`src/design/flash_bus_pkg.sv`:
```
// Purpose: Constants and carrier types for the parallel flash bus controller
// Assumes: Flash pins are driven at logic levels; the elevated level is a request output
// Notes: Function list below, one line per behaviour
//
// Function
// - Host sends reset on timeout or leaving identification; here only on a CMD_RESET write, timeout just sets a status bit
// - Elevated identification needs selector and sector bits
// - Identification also entered by command write
// - Write: select and strobe low, enable high
// - Write data on low byte or all lanes
// - Elevated reset for protection; protect others first
package flash_bus_pkg;
	// Device pin geometry
	localparam int ADDR_W = 19;
	localparam int DATA_W = 16;
	localparam int BYTE_W = 8;
	localparam int LSB_LANE = 15;
	// Bus timing at 25 MHz
	localparam int CLK_NS = 40;
	localparam int ACC_NS = 70;
	localparam int OE_NS = 30;
	localparam int SLEEP_EXTRA_NS = 30;
	localparam int RESET_LOW_NS = 500;
	localparam int SETUP_NS = 40;
	localparam int WPULSE_NS = 40;
	localparam logic [3:0] ACC_CYC = 4'((ACC_NS + CLK_NS - 1) / CLK_NS + 1);
	localparam logic [3:0] WP_CYC = 4'((WPULSE_NS + CLK_NS - 1) / CLK_NS);
	localparam logic [3:0] SU_CYC = 4'((SETUP_NS + CLK_NS - 1) / CLK_NS);
	localparam logic [3:0] RST_CYC = 4'((RESET_LOW_NS + CLK_NS - 1) / CLK_NS);
	localparam logic [3:0] SLEEP_CYC = 4'((ACC_NS + SLEEP_EXTRA_NS + CLK_NS - 1) / CLK_NS);
	// Status bit positions in read data
	localparam int POLL_BIT = 7;
	localparam int TOGGLE_BIT = 6;
	localparam int TIMEOUT_BIT = 5;
	// Register map, word addresses on the software port
	localparam logic [3:0] REG_CTRL = 4'h0;
	localparam logic [3:0] REG_ADDR = 4'h1;
	localparam logic [3:0] REG_WDATA = 4'h2;
	localparam logic [3:0] REG_RDATA = 4'h3;
	localparam logic [3:0] REG_STATUS = 4'h4;
	localparam logic [3:0] REG_MODE = 4'h5;
	// Control register commands
	localparam logic [1:0] CMD_READ = 2'h1;
	localparam logic [1:0] CMD_WRITE = 2'h2;
	localparam logic [1:0] CMD_RESET = 2'h3;
	// Mode register fields
	localparam int MODE_WORD = 0;
	localparam int MODE_STANDBY = 1;
	localparam int MODE_ELEV_RST = 2;
	localparam int MODE_ELEV_ID = 3;

	// Control pins toward the flash, active low except word_mode
	typedef struct packed {
		logic chip_sel_n;
		logic out_en_n;
		logic wr_en_n;
		logic reset_n;
		logic word_mode;
	} flash_ctl_t;

	// Software port request
	typedef struct packed {
		logic wr;
		logic rd;
		logic [3:0] addr;
		logic [31:0] wdata;
	} sw_req_t;
endpackage

```
`src/design/flash_bus_host.sv`:
```
// Purpose: Host controller driving a parallel flash through its pins
// Assumes: One clock; flash data and ready pins asynchronous, synchronised here
// Notes: Software issues one read, write or hardware reset at a time via CTRL
//
// Our own choices: the address map and strobed register access.
`timescale 1ns/1ps
`default_nettype none
module flash_bus_host
	import flash_bus_pkg::*;
#(
	parameter int AW = ADDR_W
) (
	// Clock and reset
	input wire logic clk,
	input wire logic srst,
	// Software register port
	input wire sw_req_t sw,
	output logic [31:0] rdata,
	// Flash control and address
	output flash_ctl_t ctl,
	output logic [AW-1:0] addr,
	output logic elev_reset_req,
	output logic elev_id_req,
	// Flash data, split two-way pins; oe low means driving
	input wire logic [DATA_W-1:0] dq_in,
	output logic [DATA_W-1:0] dq_out,
	output logic [DATA_W-1:0] dq_oe_n,
	// Flash ready pin
	input wire logic ready_busy_n
);
	typedef enum {S_IDLE, S_RSETUP, S_RWAIT, S_WSETUP, S_WPULSE, S_WHOLD, S_RST} state_t;
	state_t state;
	logic [3:0] cnt;
	logic [AW-1:0] addr_reg;
	logic [DATA_W-1:0] wdata;
	logic [DATA_W-1:0] rd_data;
	logic [4:0] mode;
	logic busy;
	logic timeout_seen;
	logic toggle_prev;
	logic toggle_change;
	logic [DATA_W-1:0] dq_s1, dq_s2;
	logic rb_s1, rb_s2;
	logic [3:0] stable_cnt;
	logic asleep;
	logic start_rd, start_wr, start_rst;

	assign start_rd = sw.wr && sw.addr == REG_CTRL && sw.wdata[1:0] == CMD_READ && !busy;
	assign start_wr = sw.wr && sw.addr == REG_CTRL && sw.wdata[1:0] == CMD_WRITE && !busy;
	assign start_rst = sw.wr && sw.addr == REG_CTRL && sw.wdata[1:0] == CMD_RESET && !busy;
	assign busy = state != S_IDLE;

	// Two-flop synchronisers on the flash pins, nothing reads stage one
	always_ff @(posedge clk) begin
		if (srst) begin
			dq_s1 <= '0;
			dq_s2 <= '0;
			rb_s1 <= 1'b1;
			rb_s2 <= 1'b1;
		end else begin
			dq_s1 <= dq_in;
			dq_s2 <= dq_s1;
			rb_s1 <= ready_busy_n;
			rb_s2 <= rb_s1;
		end
	end

	// Software-written registers
	always_ff @(posedge clk) begin
		if (srst) begin
			addr_reg <= '0;
			wdata <= '0;
			mode <= 5'h01;
		end else if (sw.wr) begin
			unique case (sw.addr)
				REG_ADDR: addr_reg <= sw.wdata[AW-1:0];
				REG_WDATA: wdata <= sw.wdata[DATA_W-1:0];
				REG_MODE: mode <= sw.wdata[4:0];
				default: ;
			endcase
		end
	end

	// Bus sequencer: read, write and hardware-reset cycles
	always_ff @(posedge clk) begin
		if (srst) begin
			state <= S_IDLE;
			cnt <= '0;
		end else begin
			unique case (state)
				S_IDLE: begin
					cnt <= '0;
					if (start_rd) state <= S_RSETUP;
					else if (start_wr) state <= S_WSETUP;
					else if (start_rst) state <= S_RST;
				end
				S_RSETUP: state <= S_RWAIT;
				S_RWAIT: begin
					// Two extra cycles cover the data synchroniser delay
					cnt <= cnt + 4'h1;
					if (cnt == ACC_CYC + 4'h1) state <= S_IDLE;
				end
				S_WSETUP: begin
					cnt <= cnt + 4'h1;
					if (cnt == SU_CYC - 4'h1) begin
						cnt <= '0;
						state <= S_WPULSE;
					end
				end
				S_WPULSE: begin
					cnt <= cnt + 4'h1;
					if (cnt == WP_CYC - 4'h1) state <= S_WHOLD;
				end
				S_WHOLD: state <= S_IDLE;
				S_RST: begin
					cnt <= cnt + 4'h1;
					if (cnt == RST_CYC - 4'h1) state <= S_IDLE;
				end
			endcase
		end
	end

	// Capture read data at the end of the access; status bits tracked
	always_ff @(posedge clk) begin
		if (srst) begin
			rd_data <= '0;
			toggle_prev <= 1'b0;
			toggle_change <= 1'b0;
			timeout_seen <= 1'b0;
		end else if (state == S_RWAIT && cnt == ACC_CYC + 4'h1) begin
			// Byte mode reads only the low lane, upper lanes float except lane 15, which carries the byte address
			rd_data <= mode[MODE_WORD] ? dq_s2 : {{(DATA_W-BYTE_W){1'b0}}, dq_s2[BYTE_W-1:0]};
			toggle_change <= dq_s2[TOGGLE_BIT] != toggle_prev;
			toggle_prev <= dq_s2[TOGGLE_BIT];
			// Set wins over a clear in the same cycle
			timeout_seen <= dq_s2[TIMEOUT_BIT] | (timeout_seen & ~start_rst);
		end else if (start_rst) begin
			timeout_seen <= 1'b0;
		end
	end

	// Address-stable counter models when the flash has gone to sleep
	always_ff @(posedge clk) begin
		if (srst || start_rd || start_wr) stable_cnt <= '0;
		else if (stable_cnt != SLEEP_CYC) stable_cnt <= stable_cnt + 4'h1;
	end
	assign asleep = stable_cnt == SLEEP_CYC;

	// Pin drivers; output enable never low during a write
	always_ff @(posedge clk) begin
		if (srst) begin
			ctl <= '{chip_sel_n: 1'b1, out_en_n: 1'b1, wr_en_n: 1'b1, reset_n: 1'b0,
				word_mode: 1'b1};
			addr <= '0;
			dq_out <= '0;
			dq_oe_n <= '1;
		end else begin
			ctl.word_mode <= mode[MODE_WORD];
			ctl.reset_n <= state != S_RST;
			ctl.chip_sel_n <= !(state inside {S_RSETUP, S_RWAIT, S_WSETUP, S_WPULSE, S_WHOLD})
				&& mode[MODE_STANDBY];
			ctl.out_en_n <= !(state inside {S_RSETUP, S_RWAIT});
			ctl.wr_en_n <= state != S_WPULSE;
			// Address held stable across the whole write, so both edges see it
			addr <= addr_reg;
			// Byte mode drives only the low lane; lane 15 carries the byte address
			dq_out <= mode[MODE_WORD] ? wdata : {{(DATA_W-BYTE_W){1'b0}}, wdata[BYTE_W-1:0]};
			if (state inside {S_WSETUP, S_WPULSE, S_WHOLD}) begin
				dq_oe_n <= mode[MODE_WORD] ? '0 : {{(DATA_W-BYTE_W){1'b1}}, {BYTE_W{1'b0}}};
			end else begin
				dq_oe_n <= '1;
			end
			if (!mode[MODE_WORD]) begin
				dq_out[LSB_LANE] <= addr_reg[0];
				dq_oe_n[LSB_LANE] <= 1'b0;
			end
		end
	end

	// Elevated levels requested from board circuitry
	assign elev_reset_req = mode[MODE_ELEV_RST];
	assign elev_id_req = mode[MODE_ELEV_ID];

	// Read port, data one cycle after the strobe
	always_ff @(posedge clk) begin
		if (srst) rdata <= '0;
		else if (sw.rd) begin
			unique case (sw.addr)
				REG_ADDR: rdata <= 32'(addr_reg);
				REG_WDATA: rdata <= 32'(wdata);
				REG_RDATA: rdata <= 32'(rd_data);
				REG_STATUS: rdata <= {26'h0, asleep, toggle_change, timeout_seen,
					rb_s2, ~rb_s2, busy};
				REG_MODE: rdata <= 32'(mode);
				default: rdata <= '0;
			endcase
		end else rdata <= '0;
	end

	// Write cycle keeps output enable high while write strobe is low
	a_write_oe_high: assert property (@(posedge clk) disable iff (srst)
		!ctl.wr_en_n |-> ctl.out_en_n && !ctl.chip_sel_n)
		else $error("write strobe with output enable low");
	// Write pulse lasts exactly its programmed width
	a_write_pulse_len: assert property (@(posedge clk) disable iff (srst)
		$fell(ctl.wr_en_n) |-> ##1 $rose(ctl.wr_en_n))
		else $error("write pulse wrong length");
	// Data stays driven past the rising strobe
	a_data_hold: assert property (@(posedge clk) disable iff (srst)
		$rose(ctl.wr_en_n) |-> dq_oe_n[0] == 1'b0)
		else $error("write data released at strobe rise");
	// Reset pulse stays low long enough
	a_reset_width: assert property (@(posedge clk) disable iff (srst)
		$fell(ctl.reset_n) |-> !ctl.reset_n [*8])
		else $error("hardware reset too short");
	// Lowest upper lane (lane 8) never driven during byte mode write pulses
	a_byte_lanes: assert property (@(posedge clk) disable iff (srst)
		!ctl.word_mode && !ctl.wr_en_n |-> dq_oe_n[BYTE_W] == 1'b1)
		else $error("upper lane driven in byte mode");
	// Address held through the write pulse
	a_addr_stable: assert property (@(posedge clk) disable iff (srst)
		!ctl.wr_en_n |-> $stable(addr))
		else $error("address moved during write");
	// Host releases lane 0 whenever output enable is asserted
	a_read_oe: assert property (@(posedge clk) disable iff (srst)
		!ctl.out_en_n |-> dq_oe_n[0] == 1'b1)
		else $error("host drives data while flash outputs");
	// Read completes within the access window
	a_read_done: assert property (@(posedge clk) disable iff (srst)
		start_rd |-> ##[4:8] state == S_IDLE)
		else $error("read cycle did not finish");
endmodule
`default_nettype wire

```
`config.mk`:
```
export PLATFORM = sky130hd
export DESIGN_NAME = flash_bus_host
export DESIGN_NICKNAME = d
export VERILOG_FILES = /design/src/design/flash_bus_pkg.sv /design/src/design/flash_bus_host.sv
export SDC_FILE = /design/constraint.sdc
export NUM_CORES = 1
export LEC_CHECK = 0
export ABC_AREA = 1
export BUFFER_PORTS_ARGS = -buffer_cell sky130_fd_sc_hd__buf_2
export CORE_MARGIN = 1.5
export CORE_UTILIZATION = 45
export DETAILED_ROUTE_END_ITERATION = 8
export HOLD_SLACK_MARGIN = 0.06
export PLACE_DENSITY = 0.7
export SLEW_MARGIN = 10
export SYNTH_ARGS = -nofsm -noshare
export SYNTH_HDL_FRONTEND = slang
export SYNTH_SLANG_ARGS = --single-unit
```
`constraint.sdc`:
```
create_clock -name clk -period 1.9 [get_ports clk]
set_clock_uncertainty 0.05 [all_clocks]
set_input_delay 0.19 -clock clk [delete_from_list [all_inputs] [get_ports clk]]
set_output_delay 0.19 -clock clk [all_outputs]
set_load 0.02 [all_outputs]
```
# Word-level counts from Yosys, hierarchy flattened
# Index checks and enable logic that the tools add are counted.
totals:
  regBits: 221
  in_bits: 57
  out_inout_bits: 90
  word_cells: 111
classes:
  n_addsub: 2
  eq_ne: 27
  muxes: 19
  n_bitwise: 7
  n_reduce_logical: 31
ops:
  columns: ["operator", "n"]
  rows:
  - ["two-way mux 32 bit", 7]
  - ["one-hot mux 32 bit (7 select lines)", 1]
  - ["equality test 32 x 3 -> 1 bit (second input constant)", 4]
  - ["one-hot mux 19 bit (5 select lines)", 1]
  - ["equality test 32 x 2 -> 1 bit (second input constant)", 2]
  - ["two-way mux 16 bit", 4]
  - ["inequality test 32 x 4 -> 1 bit (second input constant)", 2]
  - ["equality test 32 x 1 -> 1 bit (second input constant)", 1]
  - ["logical NOT 32 bit", 1]
  - ["nonzero test 32 bit", 1]
  - ["equality test 4 x 2 -> 1 bit (second input constant)", 3]
  - ["equality test 4 x 3 -> 1 bit (second input constant)", 3]
  - ["one-hot mux 4 bit (3 select lines)", 1]
  - ["logical AND 1 bit", 9]
  - ["adder 4 x 1 -> 4 bit (second input constant)", 2]
  - ["logical NOT 4 bit", 2]
  - ["inequality test 2 bit (second input constant)", 4]
  - ["AND reduction 2 bit", 3]
  - ["nonzero test 3 bit", 2]
  - ["OR reduction 2 bit", 3]
  - ["NOT 1 bit", 5]
  - ["AND reduction 5 bit", 1]
  - ["nonzero test 5 bit", 1]
  - ["equality test 2 bit (second input constant)", 2]
  - ["other kinds (14)", 21]

# Logic depth before layout (Yosys ltp)
# Gate-level depths: netlist of run 1.
depth:
  ltp_word: 8
  depth_mapped: 10
  depth_no_buf: 10

# Least setup slack after synthesis of run 1
# No wires, ideal clock.
synth_timing:
  path_kind: "reg2reg"
  start: "register cnt[0]"
  end: "register rd_data[3]"
  setup_ps: 116
  t_arrival_ps: 1234
  required_ps: 1734
  setup_slack_ps: 500
  stages_incl_launch_ff: 11
  path_buffers: 1
  period_less_slack_ps: 1400
  path_cell_list: "dfxtp_1 > inv_1 > ha_1 > nand2_1 > nor2_1 > inv_1 > nor2_4 > inv_2 > buf_6 > o21ai_1 > a21oi_1"
synth_between:
  elab_chain_cells: 2
synth_lines:
  columns: ["element", "line", "source"]
  rows:
  - ["start, declared", "flash_bus_host.sv:33", "logic [3:0] cnt;"]
  - ["start signal, assigned", "flash_bus_host.sv:100", "cnt <= cnt + 4'h1;"]
  - ["start signal, assigned", "flash_bus_host.sv:104", "cnt <= cnt + 4'h1;"]
  - ["start signal, assigned", "flash_bus_host.sv:111", "cnt <= cnt + 4'h1;"]
  - ["equality test 4 x 3 -> 1 bit", "flash_bus_host.sv:130", "end else if (state == S_RWAIT && cnt == ACC_CYC + 4'h1) begin"]
  - ["logical AND 1 bit", "flash_bus_host.sv:130", null]
  - ["end signal, assigned", "flash_bus_host.sv:132", "rd_data <= mode[MODE_WORD] ? dq_s2 : {{(DATA_W-BYTE_W){1'b0}}, dq_s2[BYTE_W-1:0]};"]
  - ["end, declared", "flash_bus_host.sv:36", "logic [DATA_W-1:0] rd_data;"]
# No other way between the ends.
# A chain may end at the register's enable or synchronous reset.

# Final worst setup path of run 1
layout_timing:
  start: "register cnt[0]"
  end: "register rd_data[5]"
# Same word-level chain as after synthesis.

==> reports/results.txt, run 1 <==
drt pass-1 iters: 4
cts bufs inserted: 17
total grt overflow: 0
first-pass GRT wire length: 21200 um
CP endpoint kind: flop
# diodes: 0
Max Clock Freq: 639 MHz
total negative slack: 0 ns
crit path buf inv count: 3
Critical Path Source: cnt[0]
worst hold path class: in -> reg
Reg clk slew, reported paths: 0.06 ns
total number of yosys warnings: 0
register area share after synthesis: 55.2%
RePlAce Congestion: 0.839
Worst Setup Start Kind: flop
CP Max Fanout: 12
largest net degree at the start of global routing: 71
leakage: 3.44 nW
Site Rows: 41
via count: 4726
fraction of layout cells with a size suffix above 1: 21.3%
r2r setup slk: 0.34 ns
predominant post-synthesis flop cell: dfxtp_1
CP dominant cell by count: inv_1
GRT Total Usage: 19.1%
crit path cell chain: inv_1 > ha_1 > nand2_1 > nor2_1 > inv_1 > nor2_4 > inv_2 > nand2_2 > o21ai_0
#FFs+latches synth: 165
number of global-route vias before repair: 4466
max reg flops: 38
outcome: completed
CP arrival: 1.86 ns
Setup WS post-layout: 0.336 ns
slew of the pin with the lowest slew margin: 0.715 ns
total core area: 12800 um^2
Clock Path Buffers: 2
FF-to-FF path depth: 9
max-cap viol count: 0
Mapped Area: 5980 um^2
CTS resizes: 0
Hold Fails Final Rpt: 0
final max-slew violation count: 0
Via density: 4.54
1st-iter DRT viols: 365
Pwr per Cell Area: 1130 nW/um^2
hold_buf cts: 36
Setup crit end: rd_data[5]
Setup WS pre-CTS: 0.351 ns
Clock Sink Count: 165
Crit path largest cell delay: 0.36 ns
Fillers: 1147
Worst EP required: 2.20 ns
Post-CTS Setup Inserts: 0
Critical Path Stages: 9
Synth Area per Inst: 8.34 um^2
Die X: 118 um
R2R Path End: rd_data[5]
worst hold slack: 0.0974 ns
Layout area overhead: 25.7%
post-synth cell types: 37
dpl cells: 972
I/O Pins: 147
Clock Tree Root: clkbuf_16
CP top delay family: flip-flops
Final period util: 82.3%
routed wire length: 12800 um
Clk Latency, worst-skew pair: 0.42 ns
endpoints failing setup: 0
asr flop ratio synth: 0%
Post-synth EDFFs: 0
unrepaired setup endpoints after global routing: false
Post-Syn Instances: 717
DRT antenna net count: 0
DR WL/cell: 12.3 um
hpwl dp: 8400 um
residual DRC count: 0
TritonCTS clock tree: done
Reg2Reg Launch Point: cnt[0]
Power, Total: 8.50 mW
critical setup path kind: reg -> reg
nets: 915
antenna violations before repair: 0
DIE HEIGHT: 118 um
Layout Cells excl Fill: 1040
Max-slew headroom: 52.4%
slowest stage cell, crit path: dfxtp_1
maximum vdd drop: 708 uV
Die ar.: 14000 um^2
Final min period: 1.56 ns
Initial Util: 46.8%
IO Port Bufs: 120
htree depth: 4
final cells by class:
cell class                 count  area, um^2  area share [%]
clock buffer                  18         439            5.84
clock inverter                14         200            2.66
inverter                     110         414            5.51
multi-input combinational    400        1930            25.7
sequential                   165        3300            43.9
tap                          172         215            2.86
timing repair buffer         161        1010            13.5
cell usage in the layout (no fill, tap or decap), types with 2 or more instances in the layout:
| cell | count |
|---|---|
| nand2_1 | 85 |
| nor2_4 | 5 |
| dlygate4sd3_1 | 36 |
| nand3_2 | 3 |
| bufinv_16 | 4 |
| o21ai_1 | 6 |
| clkinvlp_4 | 2 |
| nor3_1 | 7 |
| inv_1 | 99 |
| dfxtp_1 | 165 |
| ha_1 | 3 |
| nor2_1 | 117 |
| clkinv_2 | 3 |
| o221ai_1 | 10 |
| xor2_1 | 5 |
| inv_6 | 2 |
| o22ai_1 | 5 |
| or2_2 | 2 |
| a21oi_1 | 59 |
| clkinv_4 | 3 |
| clkbuf_16 | 17 |
| buf_4 | 4 |
| nand2_2 | 3 |
| conb_1 | 13 |
| buf_2 | 120 |
| o211ai_1 | 4 |
| o21ai_0 | 44 |
| nand3_1 | 16 |
| nand2_4 | 3 |
| clkinv_1 | 2 |
| inv_2 | 8 |
logic make-up (layout without fill, tap and decap cells):
kind of cell,count (synthesis),in the layout,synth area share (%)
xor+xnor,6,6,0.879
other cells,1,13,0.0627
buf+inv,164,303,13.2
simple gates,245,245,17.7
compound gates,133,133,12.3
flops,165,165,55.2
fa+ha+maj,3,3,0.628
stage by stage:
stage               cell area [um^2]  utilization, %
floorplan                       6030               -
global placement                6520            51.0
detailed placement              6520            51.0
CTS                             7520            58.8
global route                    7520            58.8
finish                          7520            58.8
synthesized netlist by cell type, types with 2 or more instances:
cell | instances | share of area [%]
dfxtp_1 | 165 | 55
nor2_1 | 117 | 7.3
inv_1 | 100 | 6.3
nand2_1 | 85 | 5.3
a21oi_1 | 59 | 4.9
o21ai_0 | 44 | 3.7
buf_4 | 31 | 3.9
nand3_1 | 16 | 1.3
clkbuf_1 | 13 | 0.82
o221ai_1 | 10 | 1.5
inv_2 | 8 | 0.50
buf_6 | 7 | 1.3
nor3_1 | 7 | 0.59
o21ai_1 | 6 | 0.50
nor2_4 | 5 | 0.94
o22ai_1 | 5 | 0.52
xor2_1 | 5 | 0.73
o211ai_1 | 4 | 0.50
buf_2 | 3 | 0.25
ha_1 | 3 | 0.63
nand2_2 | 3 | 0.31
nand2_4 | 3 | 0.56
nand3_2 | 3 | 0.50
or2_2 | 2 | 0.21
worst min-delay path by stage:
stage                  from  endpoint  cells past startpoint
3_5_place_dp   ready_busy_n     rb_s1                      2
5_1_grt              sw[37]   mode[1]                      3
2_1_floorplan  ready_busy_n     rb_s1                      1
6_report             sw[37]   mode[1]                      3
4_1_cts              sw[37]   mode[1]                      3
3_3_place_gp   ready_busy_n     rb_s1                      2
power by group:
part           internal [mW]  switching [mW]  leakage [nW]  total, mW
clock                   2.25            1.41         0.309       3.66
sequential              3.61           0.118          1.34       3.73
combinational          0.379           0.728          1.79       1.11
metal layers:
metal  part of all wire [%]  vias to the layer above  global-route usage (%)
li1                       -                     2485                       -
met4                    2.7                        0                    9.30
met1                     48                     2088                    24.8
met3                    5.2                       22                    4.34
met2                     44                      131                    30.0
met5                      0                        -                       0
worst register-to-register path, stage by stage, from the launching register on:
cell and delay, ns:
dfxtp_1 0.36, inv_1 0.08, ha_1 0.20, nand2_1 0.08, nor2_1 0.05, inv_1 0.09
nor2_4 0.05, inv_2 0.18, nand2_2 0.17, o21ai_0 0.19
No activity file was read; power rests on OpenSTA's default activity.
==> run 2: changes to the inputs <==
==> constraint.sdc (replaced) <==
create_clock -name clk -period 1.45 [get_ports clk]
set_clock_uncertainty 0.05 [all_clocks]
set_input_delay 0.145 -clock clk [delete_from_list [all_inputs] [get_ports clk]]
set_output_delay 0.145 -clock clk [all_outputs]
set_load 0.02 [all_outputs]
==> run 2 against run 1 <==
Clock-buffer cell count is 2 higher. Worst setup slack worse by 0.30 ns. Combinational power is 46% higher. First-iteration DRC count is 9.9% higher. Critical path type unchanged. Clock power is 25% higher. Largest power group unchanged.
==> reports/results.txt, run 2 (synthesized netlist as in run 1, its figures left out) <==
critical setup path kind: reg -> reg (unchanged)
max-cap viol count: 0 (unchanged)
final max-slew violation count: 0 (unchanged)
DR WL/cell: 12.3 um (about the same)
Clock Tree Root: clkbuf_16 (unchanged)
DIE HEIGHT: 118 um (unchanged)
Hold Fails Final Rpt: 0 (unchanged)
Layout area overhead: 28.8% (was 25.7%)
crit path buf inv count: 3 (unchanged)
max reg flops: 38 (unchanged)
htree depth: 4 (unchanged)
Switching Power: 2.90 mW (was 2.26 mW)
Setup WS pre-CTS: 0.00173 ns (was 0.351 ns)
nets: 932 (was 915)
via count: 4776 (was 4726)
antenna violations before repair: 1 (was 0)
maximum vdd drop: 937 uV (was 708 uV)
most common cell after layout, fill and taps aside: dfxtp_1 (unchanged)
hpwl dp: 8790 um (was 8400 um)
clock share of power: 41.3% (was 43.1%)
Initial Util: 46.8% (unchanged)
Worst Setup Start Kind: flop (unchanged)
Crit path largest cell delay: 0.31 ns (was 0.36 ns)
fraction of power consumed by combinational cells: 14.7% (was 13.0%)
Clock Path Buffers: 2 (unchanged)
fin util: 60.3% (was 58.8%)
Pwr per Cell Area: 1440 nW/um^2 (was 1130 nW/um^2)
CP endpoint kind: flop (unchanged)
first-pass GRT wire length: 21100 um (was 21200 um)
internal power: 8.18 mW (was 6.24 mW)
worst hold slack: 0.104 ns (was 0.0974 ns)
number of global-route vias before repair: 4466 (unchanged)
largest net degree at the start of global routing: 71 (unchanged)
endpoints failing setup: 0 (unchanged)
Area after DPL: 6650 um^2 (was 6520 um^2)
Setup WS post-layout: 0.0379 ns (was 0.336 ns)
total core area: 12800 um^2 (unchanged)
Worst EP required: 1.71 ns (was 2.20 ns)
total grt overflow: 0 (unchanged)
Design Area, Final: 7700 um^2 (was 7520 um^2)
total negative slack: 0 ns (unchanged)
Die X: 118 um (unchanged)
fraction of layout cells with a size suffix above 1: 24.1% (was 21.3%)
cts bufs inserted: 17 (unchanged)
Via density: 4.52 (was 4.54)
sequential group share of total power: 44.0% (was 43.9%)
Switching Share: 26.2% (was 26.6%)
Final period util: 97.4% (was 82.3%)
Final min period: 1.41 ns (was 1.56 ns)
worst hold path class: in -> reg (unchanged)
TritonCTS clock tree: done (unchanged)
Clk Latency, worst-skew pair: 0.42 ns (about the same)
slowest stage cell, crit path: dfxtp_1 (unchanged)
1st-iter DRT viols: 401 (was 365)
Clock Sink Count: 165 (unchanged)
Max Clock Freq: 708 MHz (was 639 MHz)
crit path cell chain: inv_2 > ha_4 > nand2_4 > nor2_4 > inv_1 > nor2_4 > inv_4 > o21ai_1 > a21oi_2 (was inv_1 > ha_1 > nand2_1 > nor2_1 > inv_1 > nor2_4 > inv_2 > nand2_2 > o21ai_0)
CP top delay family: simple AND/OR/NAND/NOR gates (was flip-flops)
DRT antenna net count: 0 (unchanged)
IO Port Bufs: 120 (unchanged)
Die ar.: 14000 um^2 (unchanged)
unrepaired setup endpoints after global routing: true (was false)
CP dominant cell by count: nor2_4 (was inv_1)
Post-CTS Setup Inserts: 0 (unchanged)
CP arrival: 1.67 ns (was 1.86 ns)
routed wire length: 13000 um (was 12800 um)
Site Rows: 41 (unchanged)
Reg clk slew, reported paths: 0.06 ns (about the same)
most frequent cells in the layout: dfxtp_1, buf_2, nor2_1 (unchanged)
outcome: completed (unchanged)
RePlAce Congestion: 0.845 (was 0.839)
leakage: 3.52 nW (was 3.44 nW)
CP Max Fanout: 10 (was 12)
drt pass-1 iters: 5 (was 4)
residual DRC count: 0 (unchanged)
I/O Pins: 147 (unchanged)
GRT Total Usage: 19.2% (was 19.1%)
-- run 2: changes by cell type in the layout (fill, tap and decap cells not counted), sizes merged --
cell	change
dlygate4sd3	+1
clkinvlp	+1
inv	-2
clkinv	-1
bufinv	-1
diode	+1
buf	+16
clkbuf	+2
-- run 2: worst register-to-register path, cell delays in order, from the launching register on --
cell	delay, ns
dfxtp_1	0.31
inv_2	0.07
ha_4	0.14
nand2_4	0.06
nor2_4	0.12
inv_1	0.07
nor2_4	0.14
inv_4	0.08
o21ai_1	0.21
a21oi_2	0.04
-- run 2: final timing paths --
check	slack, ns	startpoint	endpoint	cells after the start
setup / recovery	0.04	cnt[0]	rd_data[4]	9
hold / removal	0.10	sw[36]	rdata[0]	4
setup reg to reg	0.04	cnt[0]	rd_data[4]	9
hold reg to reg	0.35	dq_s1[12]	dq_s2[12]	2
-- run 2: layer usage --
layer	up-vias	track usage [%]	wire length, um
met5	-	0	0
met4	0	9.68	270
met3	23	4.39	709
met2	148	30.2	6010
met1	2097	24.7	6010
li1	2508	-	-
-- run 2: stage by stage --
step	cells	power [mW]
after floorplan	729	6.10
after global placement	988	6.42
after detailed placement	988	6.44
after CTS	1056	11.1
after global routing	1057	11.6
final	1057	11.1
-- run 2: power groups by stage --
stage	Combinational (mW)	Sequential, mW	Clock, mW
2_1_floorplan	1.09	5.01	0
3_3_place_gp	1.46	4.95	0
3_5_place_dp	1.48	4.96	0
4_1_cts	1.57	4.86	4.65
5_1_grt	1.82	4.90	4.86
6_report	1.62	4.88	4.58
-- run 2: cell type report --
cell class	instances	area (um^2)
Antenna cell	1	2.50
Clock buffer	20	467
Clock inverter	11	149
Fill cell	1165	5070
Inverter	110	419
Multi-Input combinational cell	400	1980
Sequential cell	165	3310
Tap cell	172	215
Timing Repair Buffer	178	1160
-- run 2: what timing repair did --
item,4_1_cts,5_1_grt
endpoints found under the hold margin,57,0
resized for setup,0,24
hold buffers,37,0
setup endpoints to repair,1,36
gates cloned,0,0
pin swaps,0,7
